**src/hw/geu_map.svh**
```systemverilog
/*
 * register offsets, reset values and the pin count of the event-driven
 * digital output block. assumes an 8-bit register address space and 8 pins.
 */
`ifndef GEU_MAP_SVH
`define GEU_MAP_SVH

`define GEU_CH 8
`define GEU_A_ZC_LEVEL_LO 8'he3
`define GEU_A_ZC_LEVEL_HI 8'he4
`define GEU_A_ZC_EN 8'he7
`define GEU_A_ALERT_EN 8'he9
`define GEU_A_ALERT_VAL 8'heb
`define GEU_A_IO_DIR 8'h03
`define GEU_A_DRIVE 8'h04
`define GEU_A_PIN_FUNC 8'h05
`define GEU_A_OUT_LEVEL 8'h0b
`define GEU_A_IN_LEVEL 8'h0d
`define GEU_A_MASK_BASE 8'hc3
`define GEU_RST_REG 8'h00
`define GEU_RST_CODE 16'h0000
`define GEU_RST_MASK 64'h0
`define GEU_RST_OE_N 8'hff

`endif

```
**src/hw/geu_pkg.sv**
```systemverilog
/*
 * types shared by the event-driven digital output block.
 * assumes geu_map.svh for widths and offsets.
 */
`include "geu_map.svh"
package geu_pkg;
    // pin function, decoded from the three config registers
    typedef enum logic [1:0] {
        GEU_PIN_ANALOG = 2'b00,
        GEU_PIN_INPUT = 2'b01,
        GEU_PIN_OD = 2'b10,
        GEU_PIN_PP = 2'b11
    } geu_pin_e;

    // register port request, one cycle per access
    typedef struct packed {
        logic wr;
        logic rd;
        logic [7:0] addr;
        logic [7:0] wdata;
    } geu_req_s;

    // whole state of the block
    typedef struct packed {
        logic [7:0] zc_en;
        logic [15:0] zc_code;
        logic [7:0] alert_en;
        logic [7:0] alert_val;
        logic [63:0] mask;
        logic [7:0] pin_func;
        logic [7:0] io_dir;
        logic [7:0] drive;
        logic [7:0] level;
        logic [7:0] pin_s1;
        logic [7:0] pin_s2;
        logic [7:0] pin_s3;
        logic [7:0] pin_in;
        logic zc_prev;
        logic [7:0] hit_prev;
        logic [7:0] pin_out;
        logic [7:0] pin_oe_n;
        logic [7:0] rd_data;
    } geu_state_s;
endpackage

```
**src/hw/geu_top.sv**
```systemverilog
/*
 * event-driven digital output and pin configuration logic for eight pins.
 * assumes zero_cross_in and alert_flags come from logic on the same clock;
 * pin_in comes from the pads and is synchronised here. the pad cell works
 * out the wire level from pin_out and pin_oe_n.
 */
`timescale 1ns/1ps
`include "geu_map.svh"
module geu_top
    import geu_pkg::*;
(
    input wire logic clock,
    input wire logic nrst,
    input wire geu_req_s req,
    input wire logic zero_cross_in,
    input wire logic [7:0] alert_flags,
    input wire logic [7:0] pin_in,
    output logic [7:0] pin_out,
    output logic [7:0] pin_oe_n,
    output logic [7:0] reg_rdata
);
    localparam geu_state_s ST_RST = '{
        zc_en: `GEU_RST_REG, zc_code: `GEU_RST_CODE, alert_en: `GEU_RST_REG,
        alert_val: `GEU_RST_REG, mask: `GEU_RST_MASK, pin_func: `GEU_RST_REG,
        io_dir: `GEU_RST_REG, drive: `GEU_RST_REG, level: `GEU_RST_REG,
        pin_s1: `GEU_RST_REG, pin_s2: `GEU_RST_REG, pin_s3: `GEU_RST_REG,
        pin_in: `GEU_RST_REG, zc_prev: 1'b0, hit_prev: `GEU_RST_REG,
        pin_out: `GEU_RST_REG, pin_oe_n: `GEU_RST_OE_N, rd_data: `GEU_RST_REG};

    logic [1:0] rst_sync_q; // reset release pipeline
    logic rst_n_q; // synchronised reset used everywhere else
    geu_state_s q; // registered state
    geu_state_s d; // next state
    logic zc_edge; // crossing signal changed this cycle
    logic sw_wr_level; // software writes the output level
    logic [7:0] zc_target; // level each zc_en output takes on this crossing, unless its alert fires
    logic [7:0] hit; // a selected alert flag is set
    logic [7:0] alert_fire; // alert update happens this cycle
    logic [7:0] drv_out; // next pad data
    logic [7:0] drv_oe_n; // next pad enable, low drives
    logic [7:0] od_pins; // pins in open-drain mode
    logic [7:0] pp_pins; // pins in push-pull mode
    logic [7:0] out_pins; // pins that may drive at all
    logic [7:0] in_pins; // pins read as digital inputs

    // reset release, asynchronous assert and clocked release
    always_ff @(posedge clock or negedge nrst) begin
        if (!nrst) begin
            rst_sync_q <= 2'b00;
        end else begin
            rst_sync_q <= {rst_sync_q[0], 1'b1};
        end
    end
    assign rst_n_q = rst_sync_q[1];

    assign zc_edge = zero_cross_in != q.zc_prev;
    assign sw_wr_level = req.wr && req.addr == `GEU_A_OUT_LEVEL;
    // only a newly set flag fires, so a flag that stays up loads once
    assign alert_fire = q.alert_en & hit & ~q.hit_prev;

    // per-channel event targets and pad decode
    for (genvar i = 0; i < `GEU_CH; i++) begin : g_ch
        geu_pin_e mode;
        // rising edge launches the high code bit, falling the low bit
        assign zc_target[i] = zero_cross_in ? q.zc_code[2*i+1] : q.zc_code[2*i];
        assign hit[i] = |(alert_flags & q.mask[8*i +: 8]);
        // function first, then direction, then drive type
        assign mode = !q.pin_func[i] ? GEU_PIN_ANALOG :
                      !q.io_dir[i] ? GEU_PIN_INPUT :
                      q.drive[i] ? GEU_PIN_PP : GEU_PIN_OD;
        assign od_pins[i] = mode == GEU_PIN_OD;
        assign pp_pins[i] = mode == GEU_PIN_PP;
        assign out_pins[i] = od_pins[i] | pp_pins[i];
        assign in_pins[i] = mode == GEU_PIN_INPUT;
        // pad drive per mode
        always_comb begin
            unique case (mode)
                GEU_PIN_ANALOG, GEU_PIN_INPUT: begin
                    drv_out[i] = 1'b0;
                    drv_oe_n[i] = 1'b1;
                end
                GEU_PIN_OD: begin
                    // high level releases the pin to the pull-up
                    drv_out[i] = 1'b0;
                    drv_oe_n[i] = q.level[i];
                end
                GEU_PIN_PP: begin
                    drv_out[i] = q.level[i];
                    drv_oe_n[i] = 1'b0;
                end
            endcase
        end
    end

    // next state: register writes, events, pads and readback
    always_comb begin
        d = q;
        d.pin_s1 = pin_in;
        d.pin_s2 = q.pin_s1;
        d.pin_s3 = q.pin_s2;
        // a bit only changes once the second and third stages agree
        d.pin_in = (q.pin_s3 & ~(q.pin_s2 ^ q.pin_s3)) | (q.pin_in & (q.pin_s2 ^ q.pin_s3));
        d.zc_prev = zero_cross_in;
        d.hit_prev = hit;
        if (req.wr) begin
            unique case (req.addr)
                `GEU_A_ZC_LEVEL_LO: d.zc_code[7:0] = req.wdata;
                `GEU_A_ZC_LEVEL_HI: d.zc_code[15:8] = req.wdata;
                `GEU_A_ZC_EN: d.zc_en = req.wdata;
                `GEU_A_ALERT_EN: d.alert_en = req.wdata;
                `GEU_A_ALERT_VAL: d.alert_val = req.wdata;
                `GEU_A_IO_DIR: d.io_dir = req.wdata;
                `GEU_A_DRIVE: d.drive = req.wdata;
                `GEU_A_PIN_FUNC: d.pin_func = req.wdata;
                `GEU_A_OUT_LEVEL: d.level = req.wdata;
                default: begin
                    // mask block; other addresses ignored
                    for (int m = 0; m < `GEU_CH; m++) begin
                        if (req.addr == `GEU_A_MASK_BASE + 8'(m)) begin
                            d.mask[8*m +: 8] = req.wdata;
                        end
                    end
                end
            endcase
        end
        // events win over a software level write in the same cycle
        for (int c = 0; c < `GEU_CH; c++) begin
            if (zc_edge && q.zc_en[c]) begin
                d.level[c] = zc_target[c];
            end
            if (alert_fire[c]) begin
                d.level[c] = q.alert_val[c];
            end
        end
        d.pin_out = drv_out;
        d.pin_oe_n = drv_oe_n;
        d.rd_data = 8'h00;
        if (req.rd) begin
            unique case (req.addr)
                `GEU_A_ZC_LEVEL_LO: d.rd_data = q.zc_code[7:0];
                `GEU_A_ZC_LEVEL_HI: d.rd_data = q.zc_code[15:8];
                `GEU_A_ZC_EN: d.rd_data = q.zc_en;
                `GEU_A_ALERT_EN: d.rd_data = q.alert_en;
                `GEU_A_ALERT_VAL: d.rd_data = q.alert_val;
                `GEU_A_IO_DIR: d.rd_data = q.io_dir;
                `GEU_A_DRIVE: d.rd_data = q.drive;
                `GEU_A_PIN_FUNC: d.rd_data = q.pin_func;
                `GEU_A_OUT_LEVEL: d.rd_data = q.level;
                `GEU_A_IN_LEVEL: d.rd_data = q.pin_in & in_pins;
                default: begin
                    // mask readback; unmapped reads return zero
                    for (int r = 0; r < `GEU_CH; r++) begin
                        if (req.addr == `GEU_A_MASK_BASE + 8'(r)) begin
                            d.rd_data = q.mask[8*r +: 8];
                        end
                    end
                end
            endcase
        end
    end

    // state register
    always_ff @(posedge clock or negedge rst_n_q) begin
        if (!rst_n_q) begin
            q <= ST_RST;
        end else begin
            q <= d;
        end
    end

    assign pin_out = q.pin_out;
    assign pin_oe_n = q.pin_oe_n;
    assign reg_rdata = q.rd_data;
endmodule

```
**config.mk**
```make
export PLATFORM = sky130hd
export DESIGN_NAME = geu_top
export DESIGN_NICKNAME = d
export VERILOG_FILES = /design/src/hw/geu_pkg.sv /design/src/hw/geu_top.sv
export VERILOG_INCLUDE_DIRS = /design/src /design/src/hw
export SDC_FILE = /design/constraint.sdc
export NUM_CORES = 1
export LEC_CHECK = 0
export BUFFER_PORTS_ARGS = -buffer_cell sky130_fd_sc_hd__buf_2
export CAP_MARGIN = 20
export CORE_ASPECT_RATIO = 0.75
export CORE_UTILIZATION = 55
export CTS_CLUSTER_SIZE = 14
export DETAILED_ROUTE_END_ITERATION = 8
export PLACE_DENSITY = 0.84
export SLEW_MARGIN = 20
export SYNTH_ARGS = -nofsm -noshare
export SYNTH_HDL_FRONTEND = slang
export SYNTH_SLANG_ARGS = --single-unit
```
**constraint.sdc**
```tcl
create_clock -name clock -period 5.7 [get_ports clock]
set_input_delay 1.14 -clock clock [delete_from_list [all_inputs] [get_ports clock]]
set_output_delay 1.14 -clock clock [all_outputs]
set_load 0.02 [all_outputs]
```
# Word-level counts from Yosys, hierarchy flattened
# Cells that the tools add are included.
[word_totals]
output_inout_bits = 24
register_bits = 203
inputBits = 37
[op_classes]
n_eq_ne = 43
n_mux = 76
n_reduce_logical = 81
n_bitwise = 18
[op_table]
columns = ["op", "n"]
rows = [
  ["bitwise AND 8 bit", 13],
  ["equality test 8 bit (second input constant)", 13],
  ["two-way mux 8 bit", 11],
  ["one-hot mux 8 bit (10 select lines)", 1],
  ["OR reduction 8 bit", 8],
  ["nonzero test 3 bit", 16],
  ["equality test 2 bit (second input constant)", 16],
  ["two-way mux 1 bit", 32],
  ["two-way mux 2 bit", 16],
  ["AND reduction 2 bit", 16],
  ["one-hot mux 1 bit (3 select lines)", 8],
  ["AND reduction 3 bit", 8],
  ["OR reduction 3 bit", 8],
  ["equality test 2 x 1 -> 1 bit (second input constant)", 8],
  ["equality test 8 x 3 -> 1 bit (second input constant)", 2],
  ["equality test 8 x 4 -> 1 bit (second input constant)", 2],
  ["zero test 2 bit", 8],
  ["NOT 8 bit", 2],
  ["one-hot mux 1 bit (2 select lines)", 8],
  ["OR reduction 2 bit", 8],
  ["OR reduction 9 bit", 1],
  ["equality test 8 x 2 -> 1 bit (second input constant)", 1],
  ["logical AND 1 bit", 8],
  ["bitwise OR 8 bit", 1],
  ["3 further kinds", 3],
]

# Logic depth before layout (Yosys ltp)
[depth]
ltp_word = 11
depth_mapped = 8
mapped_depth_nobuf = 5

# Worst setup path after synthesis
# OpenSTA, ideal clock, no wires.
[synth_timing]
path_type = "input -> register"
startpoint = "input port req[14] (netlist bit)"
endpoint = "register q[89] (netlist bit)"
slack_ns = 2.959
required_time_ns = 5.575
arrival_time_ns = 2.616
cell_stages = 5
path_buffers = 2
cell_sequence = "buf_4 -> or4_1 -> buf_2 -> nor3_4 -> mux2_2"
[synth_between]
elab_chain_cells = 2
[synth_lines]
columns = ["element", "line_no", "text"]
rows = [
  ["from (decl)", "geu_top.sv:14", "input wire geu_req_s req,"],
  ["equality test 8 x 3 -> 1 bit", "geu_top.sv:106", "unique case (req.addr)"],
  ["AND reduction 2 bit (no source line)", "n/a", ""],
  ["to (signal assigned)", "geu_top.sv:165", "q <= ST_RST;"],
  ["to (signal assigned)", "geu_top.sv:167", "q <= d;"],
  ["to (decl)", "geu_top.sv:32", "geu_state_s q;"],
]
# Every way passes these cells.
# A chain may end at the register's enable or synchronous reset.

# Worst setup path in the final report
[layout_timing]
startpoint = "input port req[8] (netlist bit)"
endpoint = "register q[182] (netlist bit)"
[layout_between]
elab_chain_cells = 2
[layout_lines]
columns = ["element", "line_no"]
rows = [
  ["equality test 8 bit", "geu_top.sv:106"],
  ["AND reduction 2 bit (no source line)", "n/a"],
]
# Every way passes these cells.

==> results.sh <==
export IMPL_final_nets=852
export IMPL_ys_flop_type="dfrtp_1"
export IMPL_tightest_slew_ps=867.0
export IMPL_cp_data_arrival_time_ps=3590
export IMPL_postCtsSetupBuffers=0
export IMPL_pwr_share_comb=0.086
export IMPL_layout_common_cells="dfrtp_1, mux2_2, buf_2, a22oi_1, mux2i_1"
export IMPL_ys_seq_elements=203
export IMPL_post_route_drc_count=0
export IMPL_die_w_um=155.9
export IMPL_leakagePower_nw=4.945
export IMPL_final_cells=1066
export IMPL_dr_first_iter_drc_count=936
export IMPL_power_density_mw_per_mm2=299.9
export IMPL_dpl_cell_area_mm2=0.009997
export IMPL_wl_per_cell_um=25.24
export IMPL_routed_via_density=6.743
export IMPL_cts_sinks=203
export IMPL_dp_hpwl_um=18560
export IMPL_first_pass_iters=6
export IMPL_routed_wl_um=26910
export IMPL_maxCapViolCount=0
export IMPL_gp_congestion=1.028
export IMPL_vdd_drop_max_mv=0.2594
export IMPL_synth_top_family_by_area="multiplexers"
export IMPL_whs_ps=222.7
export IMPL_hold_viol=0
export IMPL_synth_area_mm2=0.009776
export IMPL_syn_inst=803
export IMPL_clkTransAtPathRegs_ps=60
export IMPL_dp_cells=1028
export IMPL_switchingPower_uw=785.4
export IMPL_async_flop_share=1.000
export IMPL_coreArea_mm2=0.01708
export IMPL_cts_buffer_depth=3
export IMPL_p_clk_frac=0.422
export IMPL_start_kind="primary input"
export IMPL_crit_type="primary input to register"
export IMPL_dieArea_mm2=0.01832
export IMPL_avgSynthCellArea_um2=12.17
export IMPL_seq_area_frac_synth=0.5207
export IMPL_rsz0062_at_grt="false"
export IMPL_grtUsageTotal=0.3038
export IMPL_synthMuxAreaShare=0.1938
export IMPL_yosys_area_share_simple=0.1076
export IMPL_cts_root_buffer="clkbuf_16"
export IMPL_ys_types=70
export IMPL_cts_hold_buf=0
export IMPL_synth_edff_count=0
export IMPL_synth_xor_area_frac=0.0008959
export IMPL_ant_nets=0
export IMPL_clock_fmax_mhz=311.7
export IMPL_grt_max_degree=123
export IMPL_setup_tns_ps=0
export IMPL_syn_nets=840
export IMPL_required_ps=6080
export IMPL_max_slew_margin=0.4200
export IMPL_clk_latency_ps=500
export IMPL_p_sw_frac=0.2444
export IMPL_worstPathMaxFanout=41
export IMPL_antenna_found_initial=1
export IMPL_area_growth_syn_to_layout_pct=9.625
export IMPL_yosys_warnings=0
export IMPL_grt_pass1_wl_um=42010
export IMPL_cts_tree="done"
export IMPL_drive_gt1_frac=0.3172
export IMPL_htreeDepth=1
export IMPL_cts_resized=0
export IMPL_final_setup_skew_ps=9.370
export IMPL_vias=7188
export IMPL_ios=61
export IMPL_final_common_cell="dfrtp_1"
export IMPL_setup_worst_path_end_class="register"
export IMPL_synthAdderAreaFrac=0.008191
export IMPL_portBuffers=60
export IMPL_n_fill_cell=1330
export IMPL_num_rows=41
export IMPL_status="finished, final reports clean"
export IMPL_die_h_um=117.5
export IMPL_grt_pass1_vias=7125
export IMPL_hold_path_class="register to async pin"
export IMPL_final_area_mm2=0.01072
export IMPL_initial_core_util=0.5723
export IMPL_slew_viol_final=0
export IMPL_cts_buffers=20
export IMPL_seqPwrFrac=0.493
export IMPL_post_route_min_period_ps=3209
export IMPL_overflow=0
export IMPL_finalSetupViolations=0
export IMPL_synth_compound_area_frac=0.1181
export IMPL_internal_power_mw=2.428
export IMPL_finalCritPeriodShare=0.5629
export IMPL_fin_total_pwr_mw=3.214
power groups by stage:
stage / clock network [mW] / registers [mW] / logic [mW]
2_1_floorplan: 0 / 1.60 / 0.169
3_3_place_gp: 0 / 1.61 / 0.250
3_5_place_dp: 0 / 1.61 / 0.257
4_1_cts: 1.38 / 1.59 / 0.259
5_1_grt: 1.45 / 1.59 / 0.295
6_report: 1.36 / 1.58 / 0.275
worst paths after layout:
check,from,endpoint,slack [ps],cells after the start
min in group clock,d[56]$_DFF_PN0_,d[48]$_DFF_PN0_,350,0
worst min-delay path,rst_sync_q[1]$_DFF_PN0_,d[45]$_DFF_PN0_,220,0
worst max-delay path,req[8],q[182]$_DFFE_PN0P_,2490,4
worst min register to register,rst_sync_q[1]$_DFF_PN0_,d[45]$_DFF_PN0_,220,0
max in group asynchronous,rst_sync_q[1]$_DFF_PN0_,d[50]$_DFF_PN0_,4540,1
worst max register to register,q[32]$_DFF_PN0_,q[69]$_DFFE_PN0P_,3750,4
synthesized netlist by cell type, drive strengths merged (5+ instances only):
| master | number | area share |
|---|---|---|
| a211oi | 5 | 0.0038 |
| a21oi | 17 | 0.0087 |
| a22oi | 43 | 0.033 |
| a2bb2oi | 5 | 0.0045 |
| a31oi | 7 | 0.0045 |
| a32o | 5 | 0.0051 |
| a32oi | 5 | 0.0045 |
| and4 | 9 | 0.0081 |
| buf | 50 | 0.033 |
| clkbuf | 25 | 0.0096 |
| dfrtp | 195 | 0.50 |
| dfstp | 8 | 0.022 |
| inv | 19 | 0.0073 |
| maj3 | 8 | 0.0082 |
| mux2 | 138 | 0.16 |
| mux2i | 34 | 0.035 |
| nand2 | 30 | 0.012 |
| nand2b | 6 | 0.0038 |
| nand3 | 24 | 0.016 |
| nand3b | 12 | 0.0092 |
| nand4 | 16 | 0.012 |
| nor2 | 22 | 0.011 |
| nor2b | 9 | 0.0058 |
| nor3 | 7 | 0.0064 |
| o211ai | 11 | 0.0084 |
| o21ai | 25 | 0.013 |
| o22ai | 13 | 0.0083 |
cells by family (layout without fill, tap and decap cells):
family | count (synthesis) | in the layout
AO/OA/AOI/OAI | 163 | 163
other | 1 | 2
buffers and inverters | 94 | 120
multiplexers | 172 | 172
AND/OR/NAND/NOR | 161 | 161
flip-flops | 203 | 203
XOR/XNOR | 1 | 1
adder cells (fa/ha/maj) | 8 | 8
worst max-delay path, cell delays in order:
cell and delay (ps):
buf_2 610, and4bb_1 820, nand3_1 560, mux2_2 440
state kept, by name, summed over array words and instances (netlist names), named ones only:
name,cells
d,16
pin_oe_n,8
pin_out,8
q,153
reg_rdata,8
rst_sync_q,2
per-layer routing:
layer,up-vias,routed length (um),global-route usage
met4,2,846,0.09436
met5,-,9,0.01120
met2,492,10790,0.3996
met3,73,3815,0.1163
li1,3018,-,-
met1,3603,11450,0.4559
per-stage QoR:
step	setup WS (ps)	utilization
5_1_grt	2469	0.6272
3_5_place_dp	2014	0.5852
4_1_cts	2488	0.6254
6_report	2491	0.6273
3_3_place_gp	2051	0.5852
2_1_floorplan	2364	-
layout make-up:
class / count / area (um^2) / share of cell area
diodes: 1 / 2.502 / 0.0002335
clock buffers: 32 / 636.9 / 0.05943
clock inverters: 4 / 50.05 / 0.004670
inverters: 19 / 71.32 / 0.006655
multi-input cells: 506 / 4197 / 0.3916
flip-flops and latches: 203 / 5094 / 0.4753
well taps: 236 / 295.3 / 0.02755
repair buffers: 65 / 370.4 / 0.03456
No activity file was read; power rests on OpenSTA's default activity.
